File: src/inc/pdpa_pkg.sv
/*
 * Shared constants and carrier types for the post divider / phase align block.
 * Assumes a single 100 MHz system clock and Avalon-MM register access.
 */
package pdpa_pkg;
	localparam int CLK_PERIOD_NS = 10;
	localparam int ADDR_W = 5;
	localparam int DATA_W = 32;
	localparam int MOD_W = 4;
	localparam int POS_W = 12;
	localparam int FBK_W = 14;

	// byte offsets of the register words
	localparam logic [ADDR_W-1:0] OFS_CTRL = 5'h00;
	localparam logic [ADDR_W-1:0] OFS_POSTDIV = 5'h04;
	localparam logic [ADDR_W-1:0] OFS_FBKDIV = 5'h08;
	localparam logic [ADDR_W-1:0] OFS_STATE = 5'h0c;
	localparam logic [ADDR_W-1:0] OFS_EVENT = 5'h10;
	localparam logic [ADDR_W-1:0] OFS_MASK = 5'h14;

	// control and post divider word field positions
	localparam int CTRL_SLIP = 0;
	localparam int CTRL_FBSRC = 1;
	localparam int CTRL_PUSHPULL = 2;
	localparam int CTRL_MODE_LO = 3;
	localparam int CTRL_MODE_HI = 4;
	localparam int CTRL_COARSE_LSB = 8;
	localparam int CTRL_FINE = 12;
	localparam int POSTDIV_N1_LSB = 0;
	localparam int POSTDIV_N2_LSB = 4;
	localparam int POSTDIV_N3_LSB = 8;

	// event bits, same layout in event and mask registers
	localparam int EVT_W = 3;
	localparam int EVT_ALIGN = 0;
	localparam int EVT_LOCK_LOST = 1;
	localparam int EVT_SLIP_DONE = 2;

	localparam logic [MOD_W-1:0] MOD_RESET = 4'h1;
	localparam logic [FBK_W-1:0] FBK_RESET = 14'h0008;
	localparam logic [DATA_W-1:0] READ_ZERO = 32'h0000_0000;

	typedef enum logic [1:0] {
		PDPA_MODE_LOCK = 2'b00,
		PDPA_MODE_RANGE = 2'b01,
		PDPA_MODE_ALIGN = 2'b10,
		PDPA_MODE_FBMON = 2'b11
	} pdpa_mode_type;

	typedef struct packed {
		logic fine_tune_enable;
		logic [3:0] crystal_coarse_tune;
		pdpa_mode_type mode;
		logic push_pull_select;
		logic feedback_source_select;
		logic phase_slip_toggle;
	} pdpa_ctrl_type;

	typedef struct packed {
		logic [MOD_W-1:0] n3;
		logic [MOD_W-1:0] n2;
		logic [MOD_W-1:0] n1;
	} pdpa_postdiv_type;

	typedef struct packed {
		logic clock_out_true;
		logic clock_out_comp;
	} pdpa_clkout_type;

	typedef struct packed {
		logic status_pin;
		logic status_pin_oe_n;
	} pdpa_pin_type;
endpackage

File: src/design/pdpa_top.sv
/*
 * Post divider, clock gobbler, feedback source switch, phase sampling,
 * status pin multiplexer and crystal tune controls, behind Avalon-MM.
 * Assumes the VCO runs at half the system clock (one VCO period is two
 * sys_clk cycles) and that analog pins arrive asynchronously.
 */
//
// Operation
// three cascaded dividers, total modulus is product
// output equals reference times feedback over dividers
// odd modulus still gives equal high/low time
// gobbler suppresses one VCO pulse before post divider
// each rising slip-bit edge delays one VCO period
// select feeds feedback divider from VCO or post
// software keeps feedback modulus a post-modulus multiple
// feedback source clock samples output clock
// alignment detected toggles the phase-align flag
// mode 10 with push-pull drives flag on pin
// mode 10 readback upper mode bit shows flag
// mode 11 drives feedback divider clock on pin
// pin driven only while push-pull select set
// four-bit coarse code drives oscillator load trim
// fine tune enable bit gates voltage tuning
// mode 00 shows crystal lock flag, pin and readback
// mode 01 shows range direction, latched on lock loss
// slip bit edge detected once in VCO timing
`timescale 1ns/100ps

module pdpa_top
	import pdpa_pkg::*;
(
	input wire logic sys_clk_i,
	input wire logic reset_n_i,
	input wire logic [pdpa_pkg::ADDR_W-1:0] address_i,
	input wire logic read_i,
	input wire logic write_i,
	input wire logic [3:0] byteenable_i,
	input wire logic [pdpa_pkg::DATA_W-1:0] writedata_i,
	output logic [pdpa_pkg::DATA_W-1:0] readdata_o,
	output logic waitrequest_o,
	output logic irq_o,
	input wire logic feedback_source_clock_i,
	input wire logic crystal_lock_i,
	input wire logic crystal_range_high_i,
	input wire logic status_pin_i,
	output pdpa_pkg::pdpa_pin_type status_pin_o,
	output pdpa_pkg::pdpa_clkout_type clock_out_o,
	output logic feedback_divider_clock_o,
	output logic [3:0] crystal_coarse_tune_o,
	output logic fine_tune_enable_o
);
	import pdpa_pkg::*;

	function automatic logic [MOD_W-1:0] eff_mod(input logic [MOD_W-1:0] m);
		eff_mod = (m == '0) ? MOD_RESET : m;
	endfunction

	function automatic logic [DATA_W-1:0] be_merge(input logic [DATA_W-1:0] old_v,
		input logic [DATA_W-1:0] new_v, input logic [3:0] be);
		logic [DATA_W-1:0] r;
		r = old_v;
		for (int i = 0; i < 4; i++) begin
			if (be[i]) begin
				r[i*8 +: 8] = new_v[i*8 +: 8];
			end
		end
		be_merge = r;
	endfunction

	pdpa_ctrl_type ctrl;
	pdpa_postdiv_type postdiv;
	logic [FBK_W-1:0] fbk_mod, fbk_cnt, fbk_eff;
	logic [EVT_W-1:0] evt_stat, evt_mask;
	logic [DATA_W-1:0] next_readdata, ctrl_word, postdiv_word, ctrl_merged;
	logic bus_take;

	// two-flop synchronisers for asynchronous pins
	logic [1:0] fbs_sync, lock_sync, range_sync, pin_sync;
	logic fbs_prev, lock_prev, lock_lost, range_latch;

	logic vco_phase, vco_tick, slip_prev, slip_pending, advance;
	logic [MOD_W-1:0] c1, c2, c3, n1, n2, n3;
	logic [POS_W-1:0] total_mod, position;
	logic out_q, out_prev, fbk_src_evt, fbk_clk;
	logic sample_q, align_flag, align_evt, mode_hi_view, next_pin;

	assign bus_take = (read_i | write_i) & ~waitrequest_o;
	assign ctrl_merged = be_merge(ctrl_word, writedata_i, byteenable_i);

	// avalon handshake: waitrequest drops for one cycle, transfer at that edge
	always_ff @(posedge sys_clk_i or negedge reset_n_i) begin
		if (!reset_n_i) begin
			waitrequest_o <= 1'b1;
		end else begin
			waitrequest_o <= ~((read_i | write_i) & waitrequest_o);
		end
	end

	always_ff @(posedge sys_clk_i or negedge reset_n_i) begin
		if (!reset_n_i) begin
			readdata_o <= READ_ZERO;
		end else if (read_i & waitrequest_o) begin
			readdata_o <= next_readdata;
		end
	end

	always_ff @(posedge sys_clk_i or negedge reset_n_i) begin
		if (!reset_n_i) begin
			ctrl <= '0;
			postdiv <= {MOD_RESET, MOD_RESET, MOD_RESET};
			fbk_mod <= FBK_RESET;
			evt_mask <= '0;
		end else if (write_i & bus_take) begin
			case (address_i)
				OFS_CTRL: begin
					// fields unpacked one by one: register layout has gaps
					ctrl <= {ctrl_merged[CTRL_FINE], ctrl_merged[CTRL_COARSE_LSB +: 4],
						ctrl_merged[CTRL_MODE_HI], ctrl_merged[CTRL_MODE_LO],
						ctrl_merged[CTRL_PUSHPULL], ctrl_merged[CTRL_FBSRC],
						ctrl_merged[CTRL_SLIP]};
				end
				OFS_POSTDIV: begin
					postdiv <= pdpa_postdiv_type'(be_merge(postdiv_word, writedata_i,
						byteenable_i));
				end
				OFS_FBKDIV: begin
					fbk_mod <= FBK_W'(be_merge({{(DATA_W-FBK_W){1'b0}}, fbk_mod},
						writedata_i, byteenable_i));
				end
				OFS_MASK: begin
					evt_mask <= EVT_W'(be_merge({{(DATA_W-EVT_W){1'b0}}, evt_mask},
						writedata_i, byteenable_i));
				end
				default: begin
				end
			endcase
		end
	end

	// stored words in register layout
	always_comb begin
		ctrl_word = '0;
		ctrl_word[CTRL_SLIP] = ctrl.phase_slip_toggle;
		ctrl_word[CTRL_FBSRC] = ctrl.feedback_source_select;
		ctrl_word[CTRL_PUSHPULL] = ctrl.push_pull_select;
		ctrl_word[CTRL_MODE_LO] = ctrl.mode[0];
		ctrl_word[CTRL_MODE_HI] = ctrl.mode[1];
		ctrl_word[CTRL_COARSE_LSB +: 4] = ctrl.crystal_coarse_tune;
		ctrl_word[CTRL_FINE] = ctrl.fine_tune_enable;
		postdiv_word = '0;
		postdiv_word[POSTDIV_N1_LSB +: MOD_W] = postdiv.n1;
		postdiv_word[POSTDIV_N2_LSB +: MOD_W] = postdiv.n2;
		postdiv_word[POSTDIV_N3_LSB +: MOD_W] = postdiv.n3;
	end

	// upper mode bit readback replaced by the monitored flag in modes 00 to 10
	always_comb begin
		case (ctrl.mode)
			PDPA_MODE_LOCK: mode_hi_view = lock_sync[1];
			PDPA_MODE_RANGE: mode_hi_view = range_latch;
			PDPA_MODE_ALIGN: mode_hi_view = align_flag;
			default: mode_hi_view = ctrl.mode[1];
		endcase
	end

	always_comb begin
		next_readdata = READ_ZERO;
		case (address_i)
			OFS_CTRL: begin
				next_readdata = ctrl_word;
				next_readdata[CTRL_MODE_HI] = mode_hi_view;
			end
			OFS_POSTDIV: next_readdata = postdiv_word;
			OFS_FBKDIV: next_readdata[FBK_W-1:0] = fbk_mod;
			OFS_STATE: next_readdata[3:0] = {pin_sync[1], range_latch, lock_sync[1],
				align_flag};
			OFS_EVENT: next_readdata[EVT_W-1:0] = evt_stat;
			OFS_MASK: next_readdata[EVT_W-1:0] = evt_mask;
			default: next_readdata = READ_ZERO;
		endcase
	end

	always_ff @(posedge sys_clk_i or negedge reset_n_i) begin
		if (!reset_n_i) begin
			fbs_sync <= '0;
			lock_sync <= '0;
			range_sync <= '0;
			pin_sync <= '0;
			fbs_prev <= 1'b0;
			lock_prev <= 1'b0;
		end else begin
			fbs_sync <= {fbs_sync[0], feedback_source_clock_i};
			lock_sync <= {lock_sync[0], crystal_lock_i};
			range_sync <= {range_sync[0], crystal_range_high_i};
			pin_sync <= {pin_sync[0], status_pin_i};
			fbs_prev <= fbs_sync[1];
			lock_prev <= lock_sync[1];
		end
	end

	assign lock_lost = lock_prev & ~lock_sync[1];

	// vco rate is an enable every second system clock
	always_ff @(posedge sys_clk_i or negedge reset_n_i) begin
		if (!reset_n_i) begin
			vco_phase <= 1'b0;
		end else begin
			vco_phase <= ~vco_phase;
		end
	end

	assign vco_tick = ~vco_phase;

	// clock gobbler: one swallowed vco pulse per rising slip-bit change
	always_ff @(posedge sys_clk_i or negedge reset_n_i) begin
		if (!reset_n_i) begin
			slip_prev <= 1'b0;
			slip_pending <= 1'b0;
		end else begin
			slip_prev <= ctrl.phase_slip_toggle;
			if (ctrl.phase_slip_toggle & ~slip_prev) begin
				slip_pending <= 1'b1;
			end else if (vco_tick) begin
				slip_pending <= 1'b0;
			end
		end
	end

	assign advance = vco_tick & ~slip_pending;

	assign n1 = eff_mod(postdiv.n1);
	assign n2 = eff_mod(postdiv.n2);
	assign n3 = eff_mod(postdiv.n3);
	assign total_mod = POS_W'(n1) * POS_W'(n2) * POS_W'(n3);
	assign position = (POS_W'(c3) * POS_W'(n2) + POS_W'(c2)) * POS_W'(n1) + POS_W'(c1);

	// cascaded stage counters
	always_ff @(posedge sys_clk_i or negedge reset_n_i) begin
		if (!reset_n_i) begin
			c1 <= '0;
			c2 <= '0;
			c3 <= '0;
		end else if (advance) begin
			if (c1 >= n1 - MOD_W'(1)) begin
				c1 <= '0;
				if (c2 >= n2 - MOD_W'(1)) begin
					c2 <= '0;
					c3 <= (c3 >= n3 - MOD_W'(1)) ? '0 : c3 + MOD_W'(1);
				end else begin
					c2 <= c2 + MOD_W'(1);
				end
			end else begin
				c1 <= c1 + MOD_W'(1);
			end
		end
	end

	// half-vco resolution keeps odd totals at equal high and low
	always_ff @(posedge sys_clk_i or negedge reset_n_i) begin
		if (!reset_n_i) begin
			out_q <= 1'b0;
			out_prev <= 1'b0;
			clock_out_o <= '{clock_out_true: 1'b0, clock_out_comp: 1'b1};
		end else begin
			// inverted phase makes the half-vco index count upwards
			out_q <= {position, ~vco_phase} < {1'b0, total_mod};
			out_prev <= out_q;
			clock_out_o.clock_out_true <= out_q;
			clock_out_o.clock_out_comp <= ~out_q;
		end
	end

	// feedback divider source switch
	assign fbk_src_evt = ctrl.feedback_source_select ? (out_q & ~out_prev) : vco_tick;
	assign fbk_eff = (fbk_mod == '0) ? FBK_W'(1) : fbk_mod;

	always_ff @(posedge sys_clk_i or negedge reset_n_i) begin
		if (!reset_n_i) begin
			fbk_cnt <= '0;
			fbk_clk <= 1'b0;
		end else begin
			if (fbk_src_evt) begin
				fbk_cnt <= (fbk_cnt >= fbk_eff - FBK_W'(1)) ? '0 : fbk_cnt + FBK_W'(1);
			end
			fbk_clk <= fbk_cnt < (fbk_eff >> 1);
		end
	end

	// phase sampling on feedback source rising edge
	assign align_evt = fbs_sync[1] & ~fbs_prev & out_q & ~sample_q;

	always_ff @(posedge sys_clk_i or negedge reset_n_i) begin
		if (!reset_n_i) begin
			sample_q <= 1'b0;
			align_flag <= 1'b0;
		end else if (fbs_sync[1] & ~fbs_prev) begin
			sample_q <= out_q;
			if (align_evt) begin
				align_flag <= ~align_flag;
			end
		end
	end

	always_ff @(posedge sys_clk_i or negedge reset_n_i) begin
		if (!reset_n_i) begin
			range_latch <= 1'b0;
		end else if (lock_lost) begin
			range_latch <= range_sync[1];
		end
	end

	// sticky events, cleared by reading, set wins over clear
	always_ff @(posedge sys_clk_i or negedge reset_n_i) begin
		if (!reset_n_i) begin
			evt_stat <= '0;
		end else begin
			for (int i = 0; i < EVT_W; i++) begin
				if ((i == EVT_ALIGN && align_evt) || (i == EVT_LOCK_LOST && lock_lost) ||
					(i == EVT_SLIP_DONE && vco_tick && slip_pending)) begin
					evt_stat[i] <= 1'b1;
				end else if (read_i && bus_take && address_i == OFS_EVENT) begin
					evt_stat[i] <= 1'b0;
				end
			end
		end
	end

	always_ff @(posedge sys_clk_i or negedge reset_n_i) begin
		if (!reset_n_i) begin
			irq_o <= 1'b0;
		end else begin
			irq_o <= |(evt_stat & evt_mask);
		end
	end

	// status pin multiplexer
	always_comb begin
		case (ctrl.mode)
			PDPA_MODE_LOCK: next_pin = lock_sync[1];
			PDPA_MODE_RANGE: next_pin = range_latch;
			PDPA_MODE_ALIGN: next_pin = align_flag;
			PDPA_MODE_FBMON: next_pin = fbk_clk;
			default: next_pin = 1'b0;
		endcase
	end

	always_ff @(posedge sys_clk_i or negedge reset_n_i) begin
		if (!reset_n_i) begin
			status_pin_o <= '{status_pin: 1'b0, status_pin_oe_n: 1'b1};
			feedback_divider_clock_o <= 1'b0;
		end else begin
			status_pin_o.status_pin <= next_pin;
			status_pin_o.status_pin_oe_n <= ~ctrl.push_pull_select;
			feedback_divider_clock_o <= fbk_clk;
		end
	end

	always_ff @(posedge sys_clk_i or negedge reset_n_i) begin
		if (!reset_n_i) begin
			crystal_coarse_tune_o <= '0;
			fine_tune_enable_o <= 1'b0;
		end else begin
			crystal_coarse_tune_o <= ctrl.crystal_coarse_tune;
			fine_tune_enable_o <= ctrl.fine_tune_enable;
		end
	end
endmodule

File: config.mk
export PLATFORM = sky130hd
export DESIGN_NAME = pdpa_top
export DESIGN_NICKNAME = d
export VERILOG_FILES = /design/src/inc/pdpa_pkg.sv /design/src/design/pdpa_top.sv
export SDC_FILE = /design/constraint.sdc
export NUM_CORES = 1
export LEC_CHECK = 0
export ABC_AREA = 1
export BUFFER_PORTS_ARGS = -buffer_cell sky130_fd_sc_hd__buf_4
export CAP_MARGIN = 40
export CORE_MARGIN = 2
export CORE_UTILIZATION = 45
export CTS_CLUSTER_SIZE = 24
export DETAILED_ROUTE_END_ITERATION = 8
export PLACE_DENSITY_LB_ADDON = 0.05
export SLEW_MARGIN = 40
export SYNTH_ARGS = -nofsm -noshare
export SYNTH_HDL_FRONTEND = slang
export SYNTH_SLANG_ARGS = --single-unit
File: constraint.sdc
create_clock -name sys_clk_i -period 7.95 [get_ports sys_clk_i]
set_input_delay 1.1925 -clock sys_clk_i [delete_from_list [all_inputs] [get_ports sys_clk_i]]
set_output_delay 1.1925 -clock sys_clk_i [all_outputs]
set_load 0.05 [all_outputs]
==> flow_metrics.py <==
metrics = {
    "outcome": {
        "status": "completed",
    },
    "die": {
        "start_util_pct": 45.9,
        "dieArea_sq_um": 22700,
        "io-pin-count": 93,
        "num_rows": 53,
        "core_area_sq_um": 21100,
        "die-height_microns": 151,
        "die_x_microns": 151,
    },
    "synthesis": {
        "synth_top_area_share_pct": 27.2,
        "synth-main-ff-cell": "dfrtp_1",
        "netlist_area_sq_um": 9670,
        "syn-instance-count": 1209,
        "synthArstFlopShare_pct": 100,
        "syn_avg_cell_area_sq_um": 8.00,
        "yosysTopAreaCell": "dfrtp_1",
        "synth_area_leaders": "dfrtp_1 (27%), ha_1 (17%), nand2_1 (10%)",
        "synth_cell_type_count": 57,
        "yosysWarningCount": 0,
        "synth_seq_area_share_pct": 29.1,
        "synth_edf_count": 0,
        "yosysMostFrequentCell": "nand2_1",
        "synth_seq_cells": 112,
        "netlist_top_cells_count": "nand2_1 (267), inv_1 (182), ha_1 (129)",
    },
    "timing": {
        "finalCritPeriodShare_pct": 88.1,
        "tightest_slew_ns": 0.712,
        "setup_viol": 0,
        "fmax_mhz": 143,
        "slew_violations": 0,
        "finalHoldViolations": 0,
        "maxSlewHeadroom_pct": 52.5,
        "setup_tns_ns": 0,
        "layout_setup_ws_ns": 0.949,
        "finalClockSkew_ns": 0.00703,
        "whs_ns": 0.351,
        "period_minus_slack_ns": 7.00,
        "rsz0062_at_grt": "false",
    },
    "clock_network": {
        "postCtsSetupBuffers": 0,
        "cts.clk_slew.worst_paths_ns": 0.08,
        "cts_root_buf": "clkbuf_16",
        "cts_buffer_depth": 2,
        "clock_latency_ns": 0.36,
        "clock-sinks": 112,
        "htree_levels": 3,
        "cts_tree": "yes",
        "numCtsBuffers": 9,
        "postCtsResizedCells": 0,
        "ctsHoldBuffers": 0,
    },
    "global_route": {
        "grt-ovfl-total": 0,
        "grt.total_usage_pct": 21.2,
        "antenna_found_initial": 0,
        "grt_pass1_wl_mm": 37.8,
        "grt_pass1_vias": 7479,
        "grt_max_degree": 79,
    },
    "setup_path": {
        "startpoint_type": "flop",
        "worstPathArrival_ns": 7.27,
        "critPathRequiredTime_ns": 8.22,
        "end_kind": "flop",
        "path_class": "flop to flop",
        "path_max_fanout": 10,
    },
    "pwr": {
        "switching_share_pct": 41.4,
        "p_per_area_nw_per_um2": 190,
        "seqPwrFrac_pct": 36.9,
        "power.leakage_nw": 5.67,
        "power_frac_comb_pct": 40.6,
        "vdd_ir_drop_max_mv": 0.110,
        "clkPwrFrac_pct": 22.5,
        "p_sw_uw": 832,
        "internal-power_mw": 1.18,
    },
    "place": {
        "dp_hpwl_mm": 18.4,
        "dpl_cell_area_sq_um": 10300,
        "place_ws_ns": 0.974,
        "portBuffers": 54,
        "gp_congestion": 0.810,
    },
    "final_layout": {
        "multi_input_area_sq_um": 5950,
        "nFillCells": 2133,
        "final_nets": 1477,
        "layout-drive-gt1-share_pct": 9.88,
        "synthToLayoutAreaGrowth_pct": 9.33,
        "antenna-diode-count": 0,
        "postLayoutCellArea_sq_um": 10600,
        "register_area_sq_um": 2810,
    },
    "routing": {
        "vias": 7589,
        "ant_nets": 0,
        "vias_per_cell": 4.93,
        "drcViolationCount": 0,
        "wl_per_cell_microns": 14.5,
        "drtIter0Drc": 381,
        "dr.pass1.iters": 4,
        "totalWireLength_mm": 22.4,
    },
    "run": {
        "max-cap-violations": 0,
    },
    "min_path": {
        "hold_class": "flop to flop",
    },
}
-- sequential cells by signal, indices dropped and copies added (netlist names), 4 cells and up --
| name | count |
|---|---|
| c3 | 4 |
| c1 | 4 |
| fbk_cnt | 14 |
| ctrl | 10 |
| c2 | 4 |
| crystal_coarse_tune_o | 4 |
| fbk_mod | 14 |
| readdata_o | 14 |
| postdiv | 12 |
-- final timing paths --
kind / startpoint / end / slack, ns / depth (start not counted)
worst max-delay path: postdiv[5] / out_q / 0.95 / 23
worst min-delay path: fbs_sync[0] / fbs_sync[1] / 0.35 / 0
worst max register to register: postdiv[5] / out_q / 0.95 / 23
worst min register to register: fbs_sync[0] / fbs_sync[1] / 0.35 / 0
max in group asynchronous: reset_n_i / slip_pending / 6.09 / 2
min in group asynchronous: reset_n_i / fbk_cnt[8] / 0.79 / 1
-- critical path, cell delays in order (launching register included) --
cell      delay [ns]
dfrtp_1         0.59
nand2_1         0.12
fa_1            0.50
fa_1            0.53
fa_1            0.52
inv_1           0.04
ha_1            0.32
or2_1           0.27
and2_4          0.18
xnor2_1         0.32
nor2_1          0.11
fa_1            0.51
fa_1            0.50
ha_1            0.31
ha_1            0.35
a21oi_1         0.21
a21boi_0        0.33
o21bai_1        0.13
xor2_1          0.16
ha_1            0.31
a21o_1          0.16
a21oi_1         0.16
nand3_1         0.09
nor2_1          0.19
-- per-layer routing --
| metal | part of all wire [%] | vias up | global-route usage [%] |
|---|---|---|---|
| met5 | 0 | - | 0 |
| met4 | 1.0 | 0 | 4.58 |
| met3 | 3.1 | 13 | 2.58 |
| met2 | 50 | 106 | 37.1 |
| met1 | 46 | 3544 | 28.1 |
| li1 | - | 3926 | - |
-- power by group through the flow --
stage / clock (mW) / combinational, mW / sequential (mW)
floorplan: 0 / 0.595 / 0.760
global placement: 0 / 0.813 / 0.751
detailed placement: 0 / 0.824 / 0.752
CTS: 0.464 / 0.829 / 0.741
global route: 0.486 / 0.949 / 0.753
finish: 0.452 / 0.817 / 0.740
-- cell usage in the layout, fill, tap and decap left out, types with 4 or more instances in the layout --
| cell type | Yosys | routed |
|---|---|---|
| o21bai_1 | 7 | 7 |
| nor2_1 | 114 | 114 |
| a211oi_1 | 4 | 4 |
| xor2_1 | 31 | 31 |
| clkbuf_16 | 0 | 9 |
| nor3_1 | 5 | 5 |
| buf_4 | 20 | 57 |
| nand3b_1 | 4 | 4 |
| xnor2_1 | 16 | 16 |
| nand2_1 | 267 | 267 |
| dfstp_2 | 7 | 7 |
| o21ai_1 | 26 | 26 |
| fa_1 | 39 | 39 |
| ha_1 | 129 | 129 |
| nand4_1 | 10 | 10 |
| a21oi_1 | 52 | 52 |
| nand2_2 | 11 | 11 |
| conb_1 | 1 | 18 |
| inv_2 | 6 | 6 |
| o22ai_1 | 8 | 8 |
| nand3_1 | 39 | 39 |
| inv_1 | 182 | 182 |
| o21ai_0 | 56 | 56 |
| nand3_2 | 4 | 4 |
| dfrtp_1 | 105 | 105 |
-- per-stage QoR --
step	std cells	util [%]	power (mW)
after floorplan	1226	-	1.36
after detailed placement	1524	48.7	1.58
final	1540	50.1	2.01
after global placement	1523	48.7	1.56
after global routing	1540	50.1	2.19
after CTS	1540	50.1	2.03
-- kinds of logic after synthesis --
group | count (synthesis) | share of synthesized area, %
other cells | 1 | 0.0388
xor+xnor | 49 | 4.59
simple gates | 473 | 20.9
compound gates | 178 | 10.6
fa+ha+maj | 168 | 24.8
buf+inv | 228 | 10.0
flops | 112 | 29.1
-- final cells by class --
type                       count  share of cell area (%)
clock inverter                 5                   0.497
inverter                     192                    6.83
clock buffer                  11                    2.30
multi-input combinational    886                    56.3
timing repair buffer          59                    4.20
tap                          275                    3.25
sequential                   112                    26.6
(Power assumes the default switching activity.)
